### src/csq_regs.vh
`ifndef CSQ_REGS_VH
`define CSQ_REGS_VH
// Register byte addresses
`define CSQ_ADDR_GAIN_ONE 8'h00
`define CSQ_ADDR_GAIN_TWO 8'h04
`define CSQ_ADDR_SM_CFG 8'h08
`define CSQ_ADDR_PIN_CFG 8'h0c
`define CSQ_ADDR_PKT_CTRL 8'h10
`define CSQ_ADDR_PKT_STATE 8'h14
`define CSQ_ADDR_SIG_LEVEL 8'h18
`define CSQ_ADDR_LINK_QUAL 8'h1c
`define CSQ_ADDR_SM_STATE 8'h20
// gain_ctrl_one fields: [3:0] abs offset (signed), [5:4] rel step
`define CSQ_ABS_LO 0
`define CSQ_ABS_HI 3
`define CSQ_REL_LO 4
`define CSQ_REL_HI 5
// gain_ctrl_two fields: [2:0] magnitude goal, [5:3] front amp, [7:6] digital amp
`define CSQ_MAG_LO 0
`define CSQ_MAG_HI 2
`define CSQ_FAMP_LO 3
`define CSQ_FAMP_HI 5
`define CSQ_DAMP_LO 6
`define CSQ_DAMP_HI 7
// radio_sm_cfg: [1:0] clear channel rule
`define CSQ_CCA_LO 0
`define CSQ_CCA_HI 1
// pin_cfg_reg: [5:0] pin0 select, [13:8] pin1 select
`define CSQ_PIN0_LO 0
`define CSQ_PIN0_HI 5
`define CSQ_PIN1_LO 8
`define CSQ_PIN1_HI 13
// packet_ctrl_one: [0] status append, [1] sense qualifies sync
`define CSQ_APPEND_BIT 0
`define CSQ_SYNCQ_BIT 1
// Reset values
`define CSQ_RST_GAIN_ONE 8'h00
`define CSQ_RST_GAIN_TWO 8'h03
`define CSQ_RST_SM_CFG 8'h03
`define CSQ_RST_PIN_CFG 16'h0e09
`define CSQ_RST_PKT_CTRL 8'h01
// Encodings
`define CSQ_PIN_SENSE 6'h0e
`define CSQ_PIN_CLEAR 6'h09
`define CSQ_CCA_ALWAYS 2'h0
`define CSQ_CCA_LEVEL 2'h1
`define CSQ_CCA_NOPKT 2'h2
`define CSQ_CCA_BOTH 2'h3
`define CSQ_REL_OFF 2'h0
`define CSQ_REL_6DB 8'sh0c
`define CSQ_REL_10DB 8'sh14
`define CSQ_REL_14DB 8'sh1c
// Level thresholds in half-dB; link quality symbol count
`define CSQ_BASE_THR 8'sh3c
`define CSQ_FAMP_STEP 8'sh06
`define CSQ_DAMP_STEP 8'sh0c
`define CSQ_MAG_STEP 8'sh04
`define CSQ_HYST 8'sh02
`define CSQ_LQI_SYMS 7'h40
// Radio states
`define CSQ_ST_IDLE 2'h0
`define CSQ_ST_RX 2'h1
`define CSQ_ST_TX 2'h2
`define CSQ_ST_SYNTH 2'h3
`endif
### src/csq_core.v
// Functional notes
// - Absolute sense flag sets above threshold, clears below, with hysteresis.
// - Relative mode: rise by step sets, fall by step clears the flag.
// - Relative step field: off, 6 dB, 10 dB or 14 dB.
// - Absolute offset shifts threshold by -8 dB to +7 dB in 1 dB steps.
// - Threshold derives from both amp gains, offset and magnitude goal.
// - If sense qualifies sync, sync search runs only while sense is high.
// - Sense flag on pins selected with 14 and in packet status bit.
// - Clear channel state on pins selected with 0x09.
// - Transmit strobes in receive succeed only when channel is clear.
// - Rejected strobe is dropped; host must strobe again later.
// - Rule: always, level below threshold, no packet, or both.
// - Link quality accumulates error magnitude over 64 symbols after sync.
// - Link quality goes to last status byte and a status register.
// - Larger link quality value means better link, same modulation only.
// - Signal level is two's complement in half-dB steps.
// - Signal level report freezes after sync until receive entered again.
`include "csq_regs.vh"
`default_nettype none
module csq_core #(
  parameter ERR_W = 8
) (
  // Clock and reset
  input wire CLOCK,
  input wire SRST,
  // Wishbone slave
  input wire WB_CYC_I,
  input wire WB_STB_I,
  input wire WB_WE_I,
  input wire [7:0] WB_ADR_I,
  input wire [3:0] WB_SEL_I,
  input wire [31:0] WB_DAT_I,
  output reg [31:0] WB_DAT_O,
  output reg WB_ACK_O,
  // Demodulator chain (same clock)
  input wire LEVEL_VALID,
  input wire [7:0] LEVEL_SAMPLE,
  input wire PKT_ACTIVE,
  input wire SYNC_FOUND,
  input wire SYMBOL_VALID,
  input wire [ERR_W-1:0] SYMBOL_ERR,
  // Radio control
  input wire RX_ENTER,
  input wire IDLE_STROBE,
  input wire TRANSMIT_STROBE,
  input wire SYNTH_READY_STROBE,
  output reg [1:0] RADIO_STATE,
  output reg SYNC_SEARCH_EN,
  // Status append
  output reg STATUS_APPEND,
  output reg [7:0] STATUS_BYTE,
  // General output pins
  output reg GENERAL_OUTPUT_PIN0,
  output reg GENERAL_OUTPUT_PIN1
);
  reg [7:0] gain_one_r;
  reg [7:0] gain_two_r;
  reg [7:0] sm_cfg_r;
  reg [15:0] pin_cfg_r;
  reg [7:0] pkt_ctrl_r;
  reg sense_r;
  reg clear_r;
  reg [7:0] level_r;
  reg [7:0] prev_level_r;
  reg have_prev_r;
  reg frozen_r;
  reg lq_run_r;
  reg [6:0] lq_cnt_r;
  reg [ERR_W+5:0] lq_acc_r;
  reg [7:0] lq_r;
  reg sense_nxt;
  reg [7:0] abs_thr;
  reg [7:0] rel_step;
  wire in_rx = (RADIO_STATE == `CSQ_ST_RX);
  wire signed [7:0] lvl = LEVEL_SAMPLE;
  wire signed [7:0] prev = prev_level_r;
  wire signed [8:0] delta = {lvl[7], lvl} - {prev[7], prev};
  wire [1:0] rel_sel = gain_one_r[`CSQ_REL_HI:`CSQ_REL_LO];
  wire [1:0] cca_rule = sm_cfg_r[`CSQ_CCA_HI:`CSQ_CCA_LO];
  wire req = TRANSMIT_STROBE | SYNTH_READY_STROBE;
  wire [7:0] offs = {{4{gain_one_r[`CSQ_ABS_HI]}}, gain_one_r[`CSQ_ABS_HI:`CSQ_ABS_LO]};
  wire [7:0] famp = {5'h00, gain_two_r[`CSQ_FAMP_HI:`CSQ_FAMP_LO]};
  wire [7:0] damp = {6'h00, gain_two_r[`CSQ_DAMP_HI:`CSQ_DAMP_LO]};
  wire [7:0] magn = {5'h00, gain_two_r[`CSQ_MAG_HI:`CSQ_MAG_LO]};
  wire wb_req = WB_CYC_I & WB_STB_I & ~WB_ACK_O;
  wire wb_wr = wb_req & WB_WE_I;
  reg clear_nxt;

  // Threshold from gains, offset, goal
  // threshold composition
  always @* begin
    // offset 1 dB each (two half-dB units)
    abs_thr = `CSQ_BASE_THR + famp * `CSQ_FAMP_STEP + damp * `CSQ_DAMP_STEP
      + magn * `CSQ_MAG_STEP + {offs[6:0], 1'b0};
    abs_thr = (8'h00 - 8'h80) + abs_thr;
  end

  always @* begin
    case (rel_sel)
      2'h1: rel_step = `CSQ_REL_6DB;
      2'h2: rel_step = `CSQ_REL_10DB;
      2'h3: rel_step = `CSQ_REL_14DB;
      default: rel_step = 8'h00;
    endcase
  end

  // Sense decision on each new sample
  always @* begin
    sense_nxt = sense_r;
    if ($signed(lvl) > $signed(abs_thr) + `CSQ_HYST)
      sense_nxt = 1'b1;
    else if ($signed(lvl) < $signed(abs_thr) - `CSQ_HYST)
      sense_nxt = 1'b0;
    if (rel_sel != `CSQ_REL_OFF && have_prev_r) begin
      if (delta >= $signed({1'b0, rel_step}))
        sense_nxt = 1'b1;
      else if (delta <= -$signed({1'b0, rel_step}))
        sense_nxt = 1'b0;
    end
  end

  always @* begin
    case (cca_rule)
      `CSQ_CCA_ALWAYS: clear_nxt = 1'b1;
      `CSQ_CCA_LEVEL: clear_nxt = ~sense_nxt;
      `CSQ_CCA_NOPKT: clear_nxt = ~PKT_ACTIVE;
      default: clear_nxt = ~sense_nxt & ~PKT_ACTIVE;
    endcase
  end

  always @(posedge CLOCK) begin
    if (SRST || !in_rx) begin
      sense_r <= 1'b0;
      clear_r <= 1'b0;
      have_prev_r <= 1'b0;
      prev_level_r <= 8'h00;
    end else if (LEVEL_VALID) begin
      sense_r <= sense_nxt;
      clear_r <= clear_nxt;
      prev_level_r <= LEVEL_SAMPLE;
      have_prev_r <= 1'b1;
    end
  end

  always @(posedge CLOCK) begin
    if (SRST) begin
      level_r <= 8'h80;
      frozen_r <= 1'b0;
    end else begin
      if (RX_ENTER)
        frozen_r <= 1'b0;
      else if (SYNC_FOUND && SYNC_SEARCH_EN)
        frozen_r <= 1'b1;
      if (in_rx && LEVEL_VALID && !frozen_r && !(SYNC_FOUND && SYNC_SEARCH_EN))
        level_r <= LEVEL_SAMPLE;
    end
  end

  always @(posedge CLOCK) begin
    if (SRST) begin
      lq_run_r <= 1'b0;
      lq_cnt_r <= 7'h00;
      lq_acc_r <= {(ERR_W+6){1'b0}};
      lq_r <= 8'h00;
    end else if (SYNC_FOUND && in_rx) begin
      lq_run_r <= 1'b1;
      lq_cnt_r <= 7'h00;
      lq_acc_r <= {(ERR_W+6){1'b0}};
    end else if (lq_run_r && SYMBOL_VALID) begin
      lq_acc_r <= lq_acc_r + {6'h00, SYMBOL_ERR};
      lq_cnt_r <= lq_cnt_r + 7'h01;
      if (lq_cnt_r == `CSQ_LQI_SYMS - 7'h01) begin
        lq_run_r <= 1'b0;
        // invert mean error, larger is better
        lq_r <= 8'hff - lq_acc_r[ERR_W+5:ERR_W-2];
      end
    end
  end

  // Radio state with strobes
  always @(posedge CLOCK) begin
    if (SRST) begin
      RADIO_STATE <= `CSQ_ST_IDLE;
    end else if (IDLE_STROBE) begin
      RADIO_STATE <= `CSQ_ST_IDLE;
    end else if (RX_ENTER) begin
      RADIO_STATE <= `CSQ_ST_RX;
    end else if (req) begin
      if (!in_rx || clear_r)
        RADIO_STATE <= TRANSMIT_STROBE ? `CSQ_ST_TX : `CSQ_ST_SYNTH;
    end
  end

  // Outputs
  always @(posedge CLOCK) begin
    if (SRST) begin
      SYNC_SEARCH_EN <= 1'b0;
      STATUS_APPEND <= 1'b0;
      STATUS_BYTE <= 8'h00;
      GENERAL_OUTPUT_PIN0 <= 1'b0;
      GENERAL_OUTPUT_PIN1 <= 1'b0;
    end else begin
      SYNC_SEARCH_EN <= in_rx & (~pkt_ctrl_r[`CSQ_SYNCQ_BIT] | sense_r);
      STATUS_APPEND <= pkt_ctrl_r[`CSQ_APPEND_BIT];
      STATUS_BYTE <= lq_r;
      GENERAL_OUTPUT_PIN0 <= pin_sel(pin_cfg_r[`CSQ_PIN0_HI:`CSQ_PIN0_LO], sense_r, clear_r);
      GENERAL_OUTPUT_PIN1 <= pin_sel(pin_cfg_r[`CSQ_PIN1_HI:`CSQ_PIN1_LO], sense_r, clear_r);
    end
  end

  function pin_sel;
    input [5:0] sel;
    input cs;
    input cc;
    begin
      pin_sel = (sel == `CSQ_PIN_SENSE) ? cs : (sel == `CSQ_PIN_CLEAR) ? cc : 1'b0;
    end
  endfunction

  // Wishbone registers; writes use low byte lanes
  always @(posedge CLOCK) begin
    if (SRST) begin
      gain_one_r <= `CSQ_RST_GAIN_ONE;
      gain_two_r <= `CSQ_RST_GAIN_TWO;
      sm_cfg_r <= `CSQ_RST_SM_CFG;
      pin_cfg_r <= `CSQ_RST_PIN_CFG;
      pkt_ctrl_r <= `CSQ_RST_PKT_CTRL;
      WB_ACK_O <= 1'b0;
      WB_DAT_O <= 32'h00000000;
    end else begin
      WB_ACK_O <= wb_req;
      if (wb_wr && WB_SEL_I[0]) begin
        case (WB_ADR_I)
          `CSQ_ADDR_GAIN_ONE: gain_one_r <= WB_DAT_I[7:0];
          `CSQ_ADDR_GAIN_TWO: gain_two_r <= WB_DAT_I[7:0];
          `CSQ_ADDR_SM_CFG: sm_cfg_r <= WB_DAT_I[7:0];
          `CSQ_ADDR_PIN_CFG: pin_cfg_r[7:0] <= WB_DAT_I[7:0];
          `CSQ_ADDR_PKT_CTRL: pkt_ctrl_r <= WB_DAT_I[7:0];
          default: ;
        endcase
      end
      if (wb_wr && WB_SEL_I[1] && WB_ADR_I == `CSQ_ADDR_PIN_CFG)
        pin_cfg_r[15:8] <= WB_DAT_I[15:8];
      if (wb_req) begin
        case (WB_ADR_I)
          `CSQ_ADDR_GAIN_ONE: WB_DAT_O <= {24'h000000, gain_one_r};
          `CSQ_ADDR_GAIN_TWO: WB_DAT_O <= {24'h000000, gain_two_r};
          `CSQ_ADDR_SM_CFG: WB_DAT_O <= {24'h000000, sm_cfg_r};
          `CSQ_ADDR_PIN_CFG: WB_DAT_O <= {16'h0000, pin_cfg_r};
          `CSQ_ADDR_PKT_CTRL: WB_DAT_O <= {24'h000000, pkt_ctrl_r};
          `CSQ_ADDR_PKT_STATE: WB_DAT_O <= {28'h0000000, GENERAL_OUTPUT_PIN1, clear_r, sense_r, GENERAL_OUTPUT_PIN0};
          `CSQ_ADDR_SIG_LEVEL: WB_DAT_O <= {24'h000000, level_r};
          `CSQ_ADDR_LINK_QUAL: WB_DAT_O <= {24'h000000, lq_r};
          `CSQ_ADDR_SM_STATE: WB_DAT_O <= {30'h00000000, RADIO_STATE};
          default: WB_DAT_O <= 32'h00000000;
        endcase
      end
    end
  end
endmodule // csq_core
`default_nettype wire

### config.mk
export PLATFORM = sky130hd
export DESIGN_NAME = csq_core
export DESIGN_NICKNAME = d
export VERILOG_FILES = /design/src/csq_core.v
export VERILOG_INCLUDE_DIRS = /design/src /design/src/src
export SDC_FILE = /design/constraint.sdc
export NUM_CORES = 1
export LEC_CHECK = 0
export BUFFER_PORTS_ARGS = -buffer_cell sky130_fd_sc_hd__buf_2
export CORE_MARGIN = 2
export CORE_UTILIZATION = 53
export DETAILED_ROUTE_END_ITERATION = 8
export HOLD_SLACK_MARGIN = 0.06
export PLACE_DENSITY = 0.84
export SYNTH_ARGS = -nofsm -noshare
export SYNTH_HDL_FRONTEND = slang
export SYNTH_SLANG_ARGS = --single-unit
### constraint.sdc
create_clock -name CLOCK -period 9.3 [get_ports CLOCK]
set_input_delay 0.465 -clock CLOCK [delete_from_list [all_inputs] [get_ports CLOCK]]
set_output_delay 0.465 -clock CLOCK [all_outputs]
set_load 0.01 [all_outputs]
[After elaboration in Yosys (flattened, before gate mapping)]
Index checks and enable logic that the tools add are counted.
Storage, ports and cells
  bits in registers: 145
  input bits: 73
  output and inout port bits: 47
  logic and storage cells: 128
Operators by class
  $add $sub $neg: 12
  multiply operators: 2
  magnitude comparators: 4
  eq/ne operators: 19
  multiplexer cells: 19
  bitwise operators: 12
  reductions and logical operators: 35
Operators with widths (number)
  16-bit one-hot mux with 9 select lines: 1
  8-bit by 5-bit equality test with 1-bit output (second input constant): 4
  6-bit by 4-bit equality test with 1-bit output (second input constant): 4
  8-bit by 4-bit equality test with 1-bit output (second input constant): 2
  1-bit two-way mux: 16
  2-bit AND reduction: 8
  5-bit one-hot mux with 3 select lines: 1
  14-bit by 8-bit adder with 14-bit output: 1
  1-bit logical AND: 10
  2-bit nonzero test: 5
  9-bit greater-or-equal comparator: 1
  9-bit <= comparator: 1
  8-bit negator with 9-bit output: 1
  8-bit by 8-bit subtractor with 9-bit output: 1
  7-bit by 6-bit adder with 8-bit output: 1
  8-bit by 3-bit adder with 8-bit output (second input constant): 1
  8-bit by 5-bit adder with 8-bit output: 1
  8-bit adder: 1
  8-bit adder (first input constant): 1
  8-bit by 3-bit equality test with 1-bit output (second input constant): 1
  8-bit by 6-bit equality test with 1-bit output (second input constant): 1
  8-bit greater-than comparator: 1
  8-bit zero test: 1
  8-bit < comparator: 1
  other kinds (19): 37

[Logic depth before layout (Yosys ltp)]
Gate-level depths: netlist of the first run.
  depth after elaboration: 16
  gate-level depth with buffers: 22
  mapped depth without buffers: 22

[Worst setup path before layout of the first run]
Ideal clock, no wire load.
  kind: register to register
  start: register gain_two_r[4]
  end: register sense_r
  setup time: 0.150 ns
  arrival time: 4.655 ns
  required time: 9.150 ns
  slack: 4.496 ns
  cell stages (with the launch flop): 22
  path buffers: 0
  period minus slack after synthesis: 4.804 ns
  cell sequence: dfxtp_1 > ha_1 > inv_1 > fa_1 > inv_1 > fa_1 > inv_1 > fa_1 > inv_1 > ha_1 > fa_1 > nand3_1 > nor2_1 > nand2_1 > xor2_1 > ha_1 > a2111oi_0 > o21ai_0 > and3_1 > o31a_1 > a21oi_1 > a211oi_1
On the way
  longest elaborated chain between the ends: 13
  elaborated cells between the ends (all ways): 15
  those cells by class: add/sub (7); mul (1); order compare (2); mux (5)
RTL lines
  start, declared: RTL line csq_core.v:57  | reg [7:0] gain_two_r;
  start signal, assigned: RTL line csq_core.v:224  | gain_two_r <= `CSQ_RST_GAIN_TWO;
  start signal, assigned: RTL line csq_core.v:235  | `CSQ_ADDR_GAIN_TWO: gain_two_r <= WB_DAT_I[7:0];
  3-bit by 2-bit multiplier with 5-bit output (no line) (*)
  6-bit by 6-bit adder with 7-bit output (no line) (*)
  7-bit by 6-bit adder with 8-bit output (no line) (*)
  8-bit by 5-bit adder with 8-bit output (no line) (*)
  8-bit adder (no line) (*)
  8-bit adder (*): RTL line csq_core.v:95  | abs_thr = (8'h00 - 8'h80) + abs_thr;
  8-bit by 3-bit subtractor with 8-bit output (no line)
  8-bit < comparator (no line)
  1-bit two-way mux: RTL line csq_core.v:112  | else if ($signed(lvl) < $signed(abs_thr) - `CSQ_HYST)
  1-bit two-way mux (*): RTL line csq_core.v:110  | if ($signed(lvl) > $signed(abs_thr) + `CSQ_HYST)
  1-bit two-way mux: RTL line csq_core.v:117  | else if (delta <= -$signed({1'b0, rel_step}))
  1-bit two-way mux: RTL line csq_core.v:115  | if (delta >= $signed({1'b0, rel_step}))
  1-bit two-way mux (*): RTL line csq_core.v:114  | if (rel_sel != `CSQ_REL_OFF && have_prev_r) begin
  end signal, assigned: RTL line csq_core.v:138  | sense_r <= sense_nxt;
  end, declared: RTL line csq_core.v:61  | reg sense_r;
Every way passes the cells marked *; elsewhere a longest branch is shown, timed or not.
A chain may end at the register's enable or synchronous reset.

[Worst setup path after layout of the first run]
Same ends and word-level chain as after synthesis.

==> metrics.cfg, run 1 <==
[power_and_ir_drop]
finalPower_mw=1.33
power_leakage_nw=3.38
ir_drop_uv=129
power_density_mw_per_mm2=160

[clocking]
root_buffer=clkbuf_16
cts_htree_levels=4
cts-buffers-inserted=17
clk_latency_ns=0.42
cts-resized-gates=0
cts_tree=built
cts_buffer_depth=2
ctsHoldBuffers=0
cts.sink_count=129
path_clk_slew_ns=0.06
post_cts_buffers=0

[sta]
grt_setup_unrepaired=no
setup_ws_ns=4.00
hold_viol_final=0
timing.slew.headroom_pct=28.8
final_max_slew_viol_count=0
fmax_ghz=0.189
skew_ns=0.00687
setup_viol=0
fin_setup_tns_ns=0
tightest_slew_ns=1.06
fin_crit_ns=5.30
fin_hold_ws_ns=0.222
final.period_utilization_pct=57.0

[worst_setup_path]
reg2reg_depth=21
reg2reg_to=sense_r$_SDFFE_PP0P_
r2r_slack_ns=4.00
critPathArrivalTime_ns=5.58
cp_cell_sequence=ha_1 > inv_1 > fa_1 > inv_1 > fa_1 > inv_1 > fa_1 > inv_1 > ha_1 > fa_1 > nand3_1 > nor2_1 > nand2_1 > xor2_1 > ha_1 > a2111oi_0 > o21ai_0 > and3_1 > o31a_1 > a21oi_1 > a211oi_1
rr_startpoint=gain_two_r[4]$_SDFFE_PP0P_
cp-end-kind=flop
criticalPathCategory=flop to flop
critPathLaunchType=flop
crit_path_max_fanout=6
crit_path_top_delay_cell=fa_1
max_stage_delay_ns=0.61
required_ns=9.58

[hold_path]
hold_end=RADIO_STATE[0]$_SDFFE_PP0P_
min_from=IDLE_STROBE
min_path_type=primary input to flop
hold_depth=2

[floorplan]
die_width_microns=121
placementRows=42
ios=120
coreArea_sq_mm=0.0133
fp.dieH_microns=121
initial_core_util_pct=54.6
design.die.area_sq_mm=0.0147

[placed_design]
place_ws_ns=4.08
portBuffers=85
dp.final_hpwl_microns=12300
post_dp_cell_area_sq_mm=0.00776
dp_cells=1056
gp_congestion=0.889

[yosys]
yosys_most_used_dff=dfxtp_1
yosysWarnings=0
ys_ff_latch=129
synth_top_area_share_pct=35.4
synth_area_sq_mm=0.00729
synth.largest_area_cell=dfxtp_1
synthArstFlopShare_pct=0
seq_area_frac_synth_pct=35.4
synth-edff-count=0
syn_inst=826
synth_cell_type_count=62
syn_avg_cell_area_sq_um=8.82
synth_area_leaders=dfxtp_1 35%, ha_1 10%, mux2i_1 7.8%

[layout]
final_layout_size_suffix_gt1_share_pct=14.9
area_delta_synth_final_pct=14.6
nNetsFinal=1042
reg_top3=WB_DAT_O: 16 flops, pin_cfg_r: 16 flops, lq_acc_r: 14 flops
stdcell_count=1088
diodes=0
fin_area_sq_mm=0.00835
final_util_pct=62.5

[detailed_routing]
num_vias=6060
firstDrtPassIters=7
top_layer_used=met4
drt_iter0_markers=530
ant_nets=0
wl_microns=17000
drc=0
wl_met1_microns=7490
drt-vias-per-instance=5.57
dr_wl_met3_microns=1120
avgRoutedWirePerCell_microns=15.6
wl_met2_microns=8060

[global_route]
grt-ovfl-total=0
grt.total_usage_pct=24.0
antenna_found_initial=1
grt_max_degree=63
grt_pass1_vias=5670
grt_pass1_wl_microns=27700

[status]
outcome=completed

[job]
cap_violations=0

power by group:
group | internal (mW) | total, mW | switching, mW | leakage [nW]
Combinational | 0.0416 | 0.110 | 0.0682 | 2.06
Sequential | 0.558 | 0.563 | 0.00414 | 1.04
Clock | 0.410 | 0.660 | 0.250 | 0.276
Total | 1.01 | 1.33 | 0.323 | 3.38
placed cells by master (no fill, tap or decap), drive strengths merged, types with 6 or more instances in the layout:
cell type	n
dfxtp	129
clkbuf	21
mux2i	57
a21oi	34
inv	59
xnor2	20
nand3	16
a211o	12
nor2b	24
nand4	6
or3	7
conb	16
a22oi	16
a221oi	6
o21ai	23
ha	60
nor3	19
a21o	7
buf	87
a211oi	15
fa	10
nand2	40
nor2	132
xor2	9
layout make-up:
type                       instances  area, sq um
fill                            1133         5000
multi-input combinational        607         4300
sequential                       129         2580
clock buffer                      21          460
timing repair buffer              87          440
tap                              176          220
inverter                          57          214
clock inverter                    11          130
cell families (layout without fill, tap and decap cells):
| group | after synthesis | count (layout) | synth area share (%) |
|---|---|---|---|
| buffers and inverters | 105 | 176 | 6.32 |
| xor gates and xnor gates | 29 | 29 | 3.49 |
| and+or+nand+nor | 274 | 274 | 18.3 |
| adders and majority gates | 70 | 70 | 13.0 |
| muxes | 59 | 59 | 8.14 |
| other | 1 | 16 | 0.0515 |
| AOI/OAI and AO/OA | 159 | 159 | 15.2 |
| DFF | 129 | 129 | 35.4 |
cells in the mapped netlist, types with 4 or more instances:
library cell  number
dfxtp_1          129
nor2_1           128
ha_1              60
inv_1             57
mux2i_1           57
nand2_1           40
a21oi_1           34
clkbuf_1          25
nor2b_1           24
o21ai_0           23
xnor2_1           20
a22oi_1           16
buf_4             16
nand3_1           16
nor3_1            16
a211oi_1          15
a211o_1           12
fa_1              10
xor2_1             9
a21o_1             7
or3_1              7
a221oi_1           6
nand4_1            6
a22o_1             5
buf_2              5
o21a_1             5
a221o_1            4
and2_1             4
nand2b_1           4
nor2_4             4
o31ai_1            4
or2_2              4
worst max-delay path, delay by kind of cell, from the launching register on:
kind	cells	cell delay (ns)
adder cells (fa/ha/maj)	7	2.72
AO/OA/AOI/OAI	5	1.09
AND/OR/NAND/NOR	4	0.52
flip-flops	1	0.46
buffers and inverters	4	0.20
XOR/XNOR	1	0.17
worst max-delay path by stage:
| stage | startpoint | end | slack [ns] | cells past startpoint |
|---|---|---|---|---|
| 2_1_floorplan | gain_two_r[4]$_SDFFE_PP0P_ | sense_r$_SDFFE_PP0P_ | 4.50 | 21 |
| 3_3_place_gp | gain_two_r[4]$_SDFFE_PP0P_ | sense_r$_SDFFE_PP0P_ | 4.12 | 21 |
| 3_5_place_dp | gain_two_r[4]$_SDFFE_PP0P_ | sense_r$_SDFFE_PP0P_ | 4.08 | 21 |
| 4_1_cts | gain_two_r[4]$_SDFFE_PP0P_ | sense_r$_SDFFE_PP0P_ | 4.01 | 21 |
| 5_1_grt | gain_two_r[4]$_SDFFE_PP0P_ | sense_r$_SDFFE_PP0P_ | 3.61 | 21 |
| 6_report | gain_two_r[4]$_SDFFE_PP0P_ | sense_r$_SDFFE_PP0P_ | 4.00 | 21 |
routing by layer:
| layer | track usage, % | vias to the layer above |
|---|---|---|
| met5 | 0 | - |
| li1 | - | 3009 |
| met2 | 38.9 | 199 |
| met3 | 4.93 | 32 |
| met4 | 7.33 | 0 |
| met1 | 32.1 | 2820 |
No activity file was read; power rests on OpenSTA's default activity.
==> run 2: changes to the inputs <==
--- a/config.mk
+++ b/config.mk
@@ -6,12 +6,13 @@
 export SDC_FILE = /design/constraint.sdc
 export NUM_CORES = 1
 export LEC_CHECK = 0
+export ABC_AREA = 1
 export BUFFER_PORTS_ARGS = -buffer_cell sky130_fd_sc_hd__buf_2
 export CORE_MARGIN = 2
 export CORE_UTILIZATION = 53
 export DETAILED_ROUTE_END_ITERATION = 8
 export HOLD_SLACK_MARGIN = 0.06
-export PLACE_DENSITY = 0.84
+export PLACE_DENSITY = 0.83
 export SYNTH_ARGS = -nofsm -noshare
 export SYNTH_HDL_FRONTEND = slang
 export SYNTH_SLANG_ARGS = --single-unit
==> constraint.sdc (replaced) <==
create_clock -name CLOCK -period 5.5 [get_ports CLOCK]
set_input_delay 0.275 -clock CLOCK [delete_from_list [all_inputs] [get_ports CLOCK]]
set_output_delay 0.275 -clock CLOCK [all_outputs]
set_load 0.01 [all_outputs]
==> run 2 against run 1 <==
  * Cell area up 2.8%
  * Final cell count grew 19%
  * Wire length grew 8.9%
  * Clock skew decreased by 0.0011 ns
  * Sequential cell count is the same
  * Critical endpoint is now clear_r$_SDFFE_PP0P_
==> metrics.cfg, run 2 <==
[yosys]
synth-edff-count=0
synth.largest_area_cell=dfxtp_1
syn_inst=1019
ys_ff_latch=129
synthTopCellsByCount=193 x nand2_1, 152 x inv_1, 129 x dfxtp_1, 112 x a21oi_1, 75 x nor2_1
yosysWarnings=0
synthArstFlopShare_pct=0
seq_area_frac_synth_pct=34.4
synth_area_sq_mm=0.00751
syn_avg_cell_area_sq_um=7.37
yosysMostFrequentCell=nand2_1
yosys_most_used_dff=dfxtp_1
synth_cell_type_count=49
synth_area_leaders=dfxtp_1 34%, ha_1 10%, nand2_1 9.6%
synth_top_area_share_pct=34.4

[worst_setup_path]
critPathArrivalTime_ns=5.19
criticalPathCategory=flop to flop
critPathLaunchType=flop
cp-end-kind=flop
crit_path_top_delay_cell=fa_1
r2r_slack_ns=0.60
crit_path_max_fanout=6
path_common_cell=nand2_1
max_stage_delay_ns=0.62
required_ns=5.79

[sta]
grt_setup_unrepaired=no
setup_viol=0
fmax_ghz=0.204
setup_ws_ns=0.602
hold_viol_final=0
skew_ns=0.00577
timing.slew.headroom_pct=53.1
final_max_slew_viol_count=0
final.period_utilization_pct=89.1
fin_crit_ns=4.90
tightest_slew_ns=0.703
fin_setup_tns_ns=0

[global_route]
antenna_found_initial=0
grt_pass1_wl_microns=29600
grt_max_degree=62
grt.total_usage_pct=25.0
grt-ovfl-total=0
grt_pass1_vias=6281

[detailed_routing]
avgRoutedWirePerCell_microns=14.3
wl_microns=18500
drt_iter0_markers=650
ant_nets=0
firstDrtPassIters=6
drc=0
drt-vias-per-instance=5.37
num_vias=6941

[layout]
layout_commonest_cell=nand2_1
nFillCells=1194
layout_common_cells=193 x nand2_1, 152 x inv_1, 129 x dfxtp_1, 112 x a21oi_1, 85 x buf_2
area_delta_synth_final_pct=14.3
final_layout_size_suffix_gt1_share_pct=14.0
regArea_sq_mm=0.00258
fin_area_sq_mm=0.00859
diodes=0
multi_input_area_sq_mm=0.00410
nNetsFinal=1243
reg_top3=WB_DAT_O: 16 flops, pin_cfg_r: 16 flops, lq_acc_r: 14 flops

[floorplan]
ios=120
design.die.area_sq_mm=0.0151
fp.dieH_microns=123
die_width_microns=123
initial_core_util_pct=54.1
coreArea_sq_mm=0.0139
placementRows=43

[clocking]
post_cts_buffers=0
cts_tree=built
root_buffer=clkbuf_16
cts.sink_count=129
path_clk_slew_ns=0.06
cts_htree_levels=4
clk_latency_ns=0.42
cts_buffer_depth=2
cts-buffers-inserted=17

[status]
outcome=completed

[hold_path]
min_path_type=primary input to flop

[placed_design]
portBuffers=85
post_dp_cell_area_sq_mm=0.00796
dp.final_hpwl_microns=13600
place_ws_ns=0.520
gp_congestion=0.943

[power_and_ir_drop]
intPower_mw=1.68
clkPwrFrac_pct=49.3
p_comb_share_pct=8.9
p_sw_mw=0.589
ir_drop_uv=183
p_sw_share_pct=25.9
power_leakage_nw=3.89
pwr-share-seq_pct=41.8
power_density_mw_per_mm2=265

[job]
cap_violations=0

-- run 2: worst max-delay path, delay by kind of cell (launching register included) --
kind,cells,cell delay (ns)
compound gates,1,0.05
flops,1,0.40
simple gates,14,1.21
buf+inv,4,0.20
fa+ha+maj,7,2.82
xor+xnor,1,0.09
-- run 2: logic make-up (layout without fill, tap and decap cells) --
family | count (synthesis) | count (layout) | synth area share [%]
other | 1 | 16 | 0.0499
adders and majority gates | 70 | 70 | 12.7
AOI/OAI and AO/OA | 222 | 222 | 15.9
xor gates and xnor gates | 25 | 25 | 2.92
DFF | 129 | 129 | 34.4
buffers and inverters | 207 | 285 | 11.9
and+or+nand+nor | 365 | 365 | 22.2
-- run 2: routing by layer --
metal | GRT usage [%] | wire [microns] | vias to the layer above
met5 | 0 | 0 | -
met4 | 7.95 | 427 | 0
met3 | 5.63 | 1490 | 44
met2 | 41.3 | 8650 | 274
met1 | 32.4 | 7970 | 3173
li1 | - | - | 3450
-- run 2: cell type report --
class	instances	share of cell area [%]
well taps	180	2.62
clock inverters	14	1.85
flip-flops and latches	129	30.1
clock buffers	17	4.95
multi-input cells	698	47.7
inverters	164	7.29
repair buffers	90	5.48
-- run 2: path summary, 6_finish.rpt --
path / cells past startpoint / from / to
max: 27 / gain_two_r[3]$_SDFFE_PP0P_ / clear_r$_SDFFE_PP0P_
min: 3 / WB_DAT_I[11] / pin_cfg_r[11]$_SDFFE_PP1P_
max reg2reg: 27 / gain_two_r[3]$_SDFFE_PP0P_ / clear_r$_SDFFE_PP0P_
min reg2reg: 2 / sm_cfg_r[5]$_SDFFE_PP0P_ / sm_cfg_r[5]$_SDFFE_PP0P_
-- run 2: power groups by stage --
stage          combinational (mW)  clock, mW  sequential (mW)
4_1_cts                     0.200       1.13            0.949
3_3_place_gp                0.191          0            0.969
2_1_floorplan               0.141          0            0.969
3_5_place_dp                0.195          0            0.970
6_report                    0.203       1.12            0.949
5_1_grt                     0.229       1.17            0.950
-- run 2: through the flow --
| step | power [mW] | instances | utilization, % | hold WS (ns) |
|---|---|---|---|---|
| 5_1_grt | 2.35 | 1292 | 61.9 | 0.0800 |
| 4_1_cts | 2.28 | 1292 | 61.8 | 0.0674 |
| 3_5_place_dp | 1.16 | 1258 | 57.4 | 0.444 |
| 3_3_place_gp | 1.16 | 1258 | 57.4 | 0.438 |
| 6_report | 2.27 | 1292 | 61.9 | 0.0784 |
| 2_1_floorplan | 1.11 | 1034 | - | 0.351 |
-- run 2: repair_timing --
| action | CTS | global route |
|---|---|---|
| hold buffers | 3 | 0 |
| hold endpoints to repair | 3 | 0 |
| endpoints found under the setup margin | 0 | 1 |
| gates resized for setup | 0 | 1 |
==> run 3: changes to the inputs <==
==> constraint.sdc (replaced) <==
create_clock -name CLOCK -period 6.2 [get_ports CLOCK]
set_input_delay 0.31 -clock CLOCK [delete_from_list [all_inputs] [get_ports CLOCK]]
set_output_delay 0.31 -clock CLOCK [all_outputs]
set_load 0.01 [all_outputs]
==> run 3 against run 2 <==
  * Count of clock-buffer cells in the layout is 1 higher
  * Critical path depth is 1 lower
  * Utilization is 0.099 points lower
  * Non-clock buffer count is 3 lower
  * Via count is 0.27% lower
  * Hold slack better by 0.00062 ns
  * Clock power is 8% lower
  * Total power is 10% lower
  * Worst setup slack better by 0.51 ns
  * Sequential cell count stayed put
  * Wire length is 0.20% higher
  * Sequential power is 11% lower
  * Highest routed layer unchanged
==> metrics.cfg, run 3 (synthesis gave the netlist of run 2 again) <==
[floorplan]
design.die.area_sq_mm=0.0151
coreArea_sq_mm=0.0139
die_width_microns=123
ios=120
fp.dieH_microns=123
initial_core_util_pct=54.1
placementRows=43

[placed_design]
gp_congestion=0.940
dp_cells=1258
place_ws_ns=1.16
portBuffers=85
dp.final_hpwl_microns=13600

[power_and_ir_drop]
power_density_mw_per_mm2=239
ir_drop_uv=171
finalPower_mw=2.04
power_leakage_nw=3.90

[global_route]
grt-ovfl-total=0
grt_pass1_wl_microns=29900
grt_max_degree=62
antenna_found_initial=1
grt.total_usage_pct=25.3
grt_pass1_vias=6336

[clocking]
cts_htree_levels=4
clk_latency_ns=0.43
root_buffer=clkbuf_16
post_cts_buffers=0
cts.sink_count=129
cts-buffers-inserted=17
ctsHoldBuffers=0
cts_buffer_depth=2
path_clk_slew_ns=0.06
cts-resized-gates=0
cts_tree=built

[layout]
layout_commonest_cell=nand2_1
area_delta_synth_final_pct=14.1
reg_top3=WB_DAT_O: 16 flops, pin_cfg_r: 16 flops, lq_acc_r: 14 flops
final_layout_size_suffix_gt1_share_pct=14.1
nNetsFinal=1240
stdcell_count=1291
layout_common_cells=193 x nand2_1, 152 x inv_1, 129 x dfxtp_1, 112 x a21oi_1, 85 x buf_2

[worst_setup_path]
cp_top_family=adder cells
crit_path_top_delay_cell=fa_1
reg2reg_depth=26
required_ns=6.51
critPathArrivalTime_ns=5.39
critPathLaunchType=flop
rr_startpoint=gain_two_r[3]$_SDFFE_PP0P_
cp-end-kind=flop
max_stage_delay_ns=0.52
crit_path_max_fanout=5
path_buf_inv=6
criticalPathCategory=flop to flop
reg2reg_to=sense_r$_SDFFE_PP0P_
r2r_slack_ns=1.11
path_common_cell=nand2_1

[sta]
skew_ns=0.0133
fin_setup_tns_ns=0
fin_crit_ns=5.09
timing.slew.headroom_pct=52.7
setup_viol=0
final.period_utilization_pct=82.1
grt_setup_unrepaired=no
fmax_ghz=0.197
hold_viol_final=0
tightest_slew_ns=0.709
final_max_slew_viol_count=0
setup_ws_ns=1.11

[detailed_routing]
firstDrtPassIters=5
drt_iter0_markers=610
drc=0
drt-vias-per-instance=5.36
ant_nets=0
wl_microns=18600
num_vias=6922
avgRoutedWirePerCell_microns=14.4

[status]
outcome=completed

[hold_path]
hold_end=RADIO_STATE[1]$_SDFFE_PP0P_
min_from=IDLE_STROBE
min_path_type=primary input to flop
hold_depth=2

[job]
cap_violations=0

## run 3: cell count changes in the layout (fill, tap and decap cells not counted)
cell / previous run / this run
clkbuf_8: 0 / 1
clkinv_2: 1 / 0
xor2_2: 1 / 0
diode_2: 0 / 1
xor2_1: 14 / 15
clkinv_4: 5 / 2
inv_8: 1 / 2
clkinvlp_4: 4 / 3
inv_6: 3 / 7
dlygate4sd3_1: 3 / 0
## run 3: cell type report
| cell class | count | area [sq um] |
|---|---|---|
| Antenna cell | 1 | 2.50 |
| Clock buffer | 18 | 439 |
| Clock inverter | 14 | 166 |
| Fill cell | 1215 | 5310 |
| Inverter | 164 | 626 |
| Multi-Input combinational cell | 698 | 4090 |
| Sequential cell | 129 | 2580 |
| Tap cell | 180 | 225 |
| Timing Repair Buffer | 87 | 440 |
## run 3: metrics by stage
step | util (%) | area, sq um | hold slack (ns)
after CTS | 61.7 | 8570 | 0.0675
after global routing | 61.8 | 8570 | 0.0763
after global placement | 57.4 | 7960 | 0.438
after detailed placement | 57.4 | 7960 | 0.448
after floorplan | - | 7570 | 0.386
final | 61.8 | 8570 | 0.0790
## run 3: power breakdown
| part | total [mW] | switching (mW) | internal (mW) |
|---|---|---|---|
| registers | 0.842 | 0.00534 | 0.837 |
| clock network | 1.03 | 0.410 | 0.616 |
| logic | 0.178 | 0.117 | 0.0611 |
| total | 2.04 | 0.531 | 1.51 |
## run 3: how the worst max path moves through the flow
stage                                          start  slack (ns)  depth (start not counted)                   end
after CTS                 gain_two_r[3]$_SDFFE_PP0P_        1.14                         26  sense_r$_SDFFE_PP0P_
after global placement    gain_two_r[3]$_SDFFE_PP0P_        1.27                         26  sense_r$_SDFFE_PP0P_
after detailed placement  gain_two_r[3]$_SDFFE_PP0P_        1.16                         26  sense_r$_SDFFE_PP0P_
after global routing      gain_two_r[3]$_SDFFE_PP0P_        0.78                         26  sense_r$_SDFFE_PP0P_
final                     gain_two_r[3]$_SDFFE_PP0P_        1.11                         26  sense_r$_SDFFE_PP0P_
after floorplan           gain_two_r[3]$_SDFFE_PP0P_        1.57                         26  sense_r$_SDFFE_PP0P_
## run 3: per-layer routing
layer / vias to the layer above / track usage [%] / share of wire (%)
li1: 3446 / - / -
met1: 3144 / 32.7 / 43
met2: 279 / 41.1 / 46
met3: 53 / 5.58 / 7.8
met4: 0 / 10.2 / 3.4
met5: - / 0 / 0
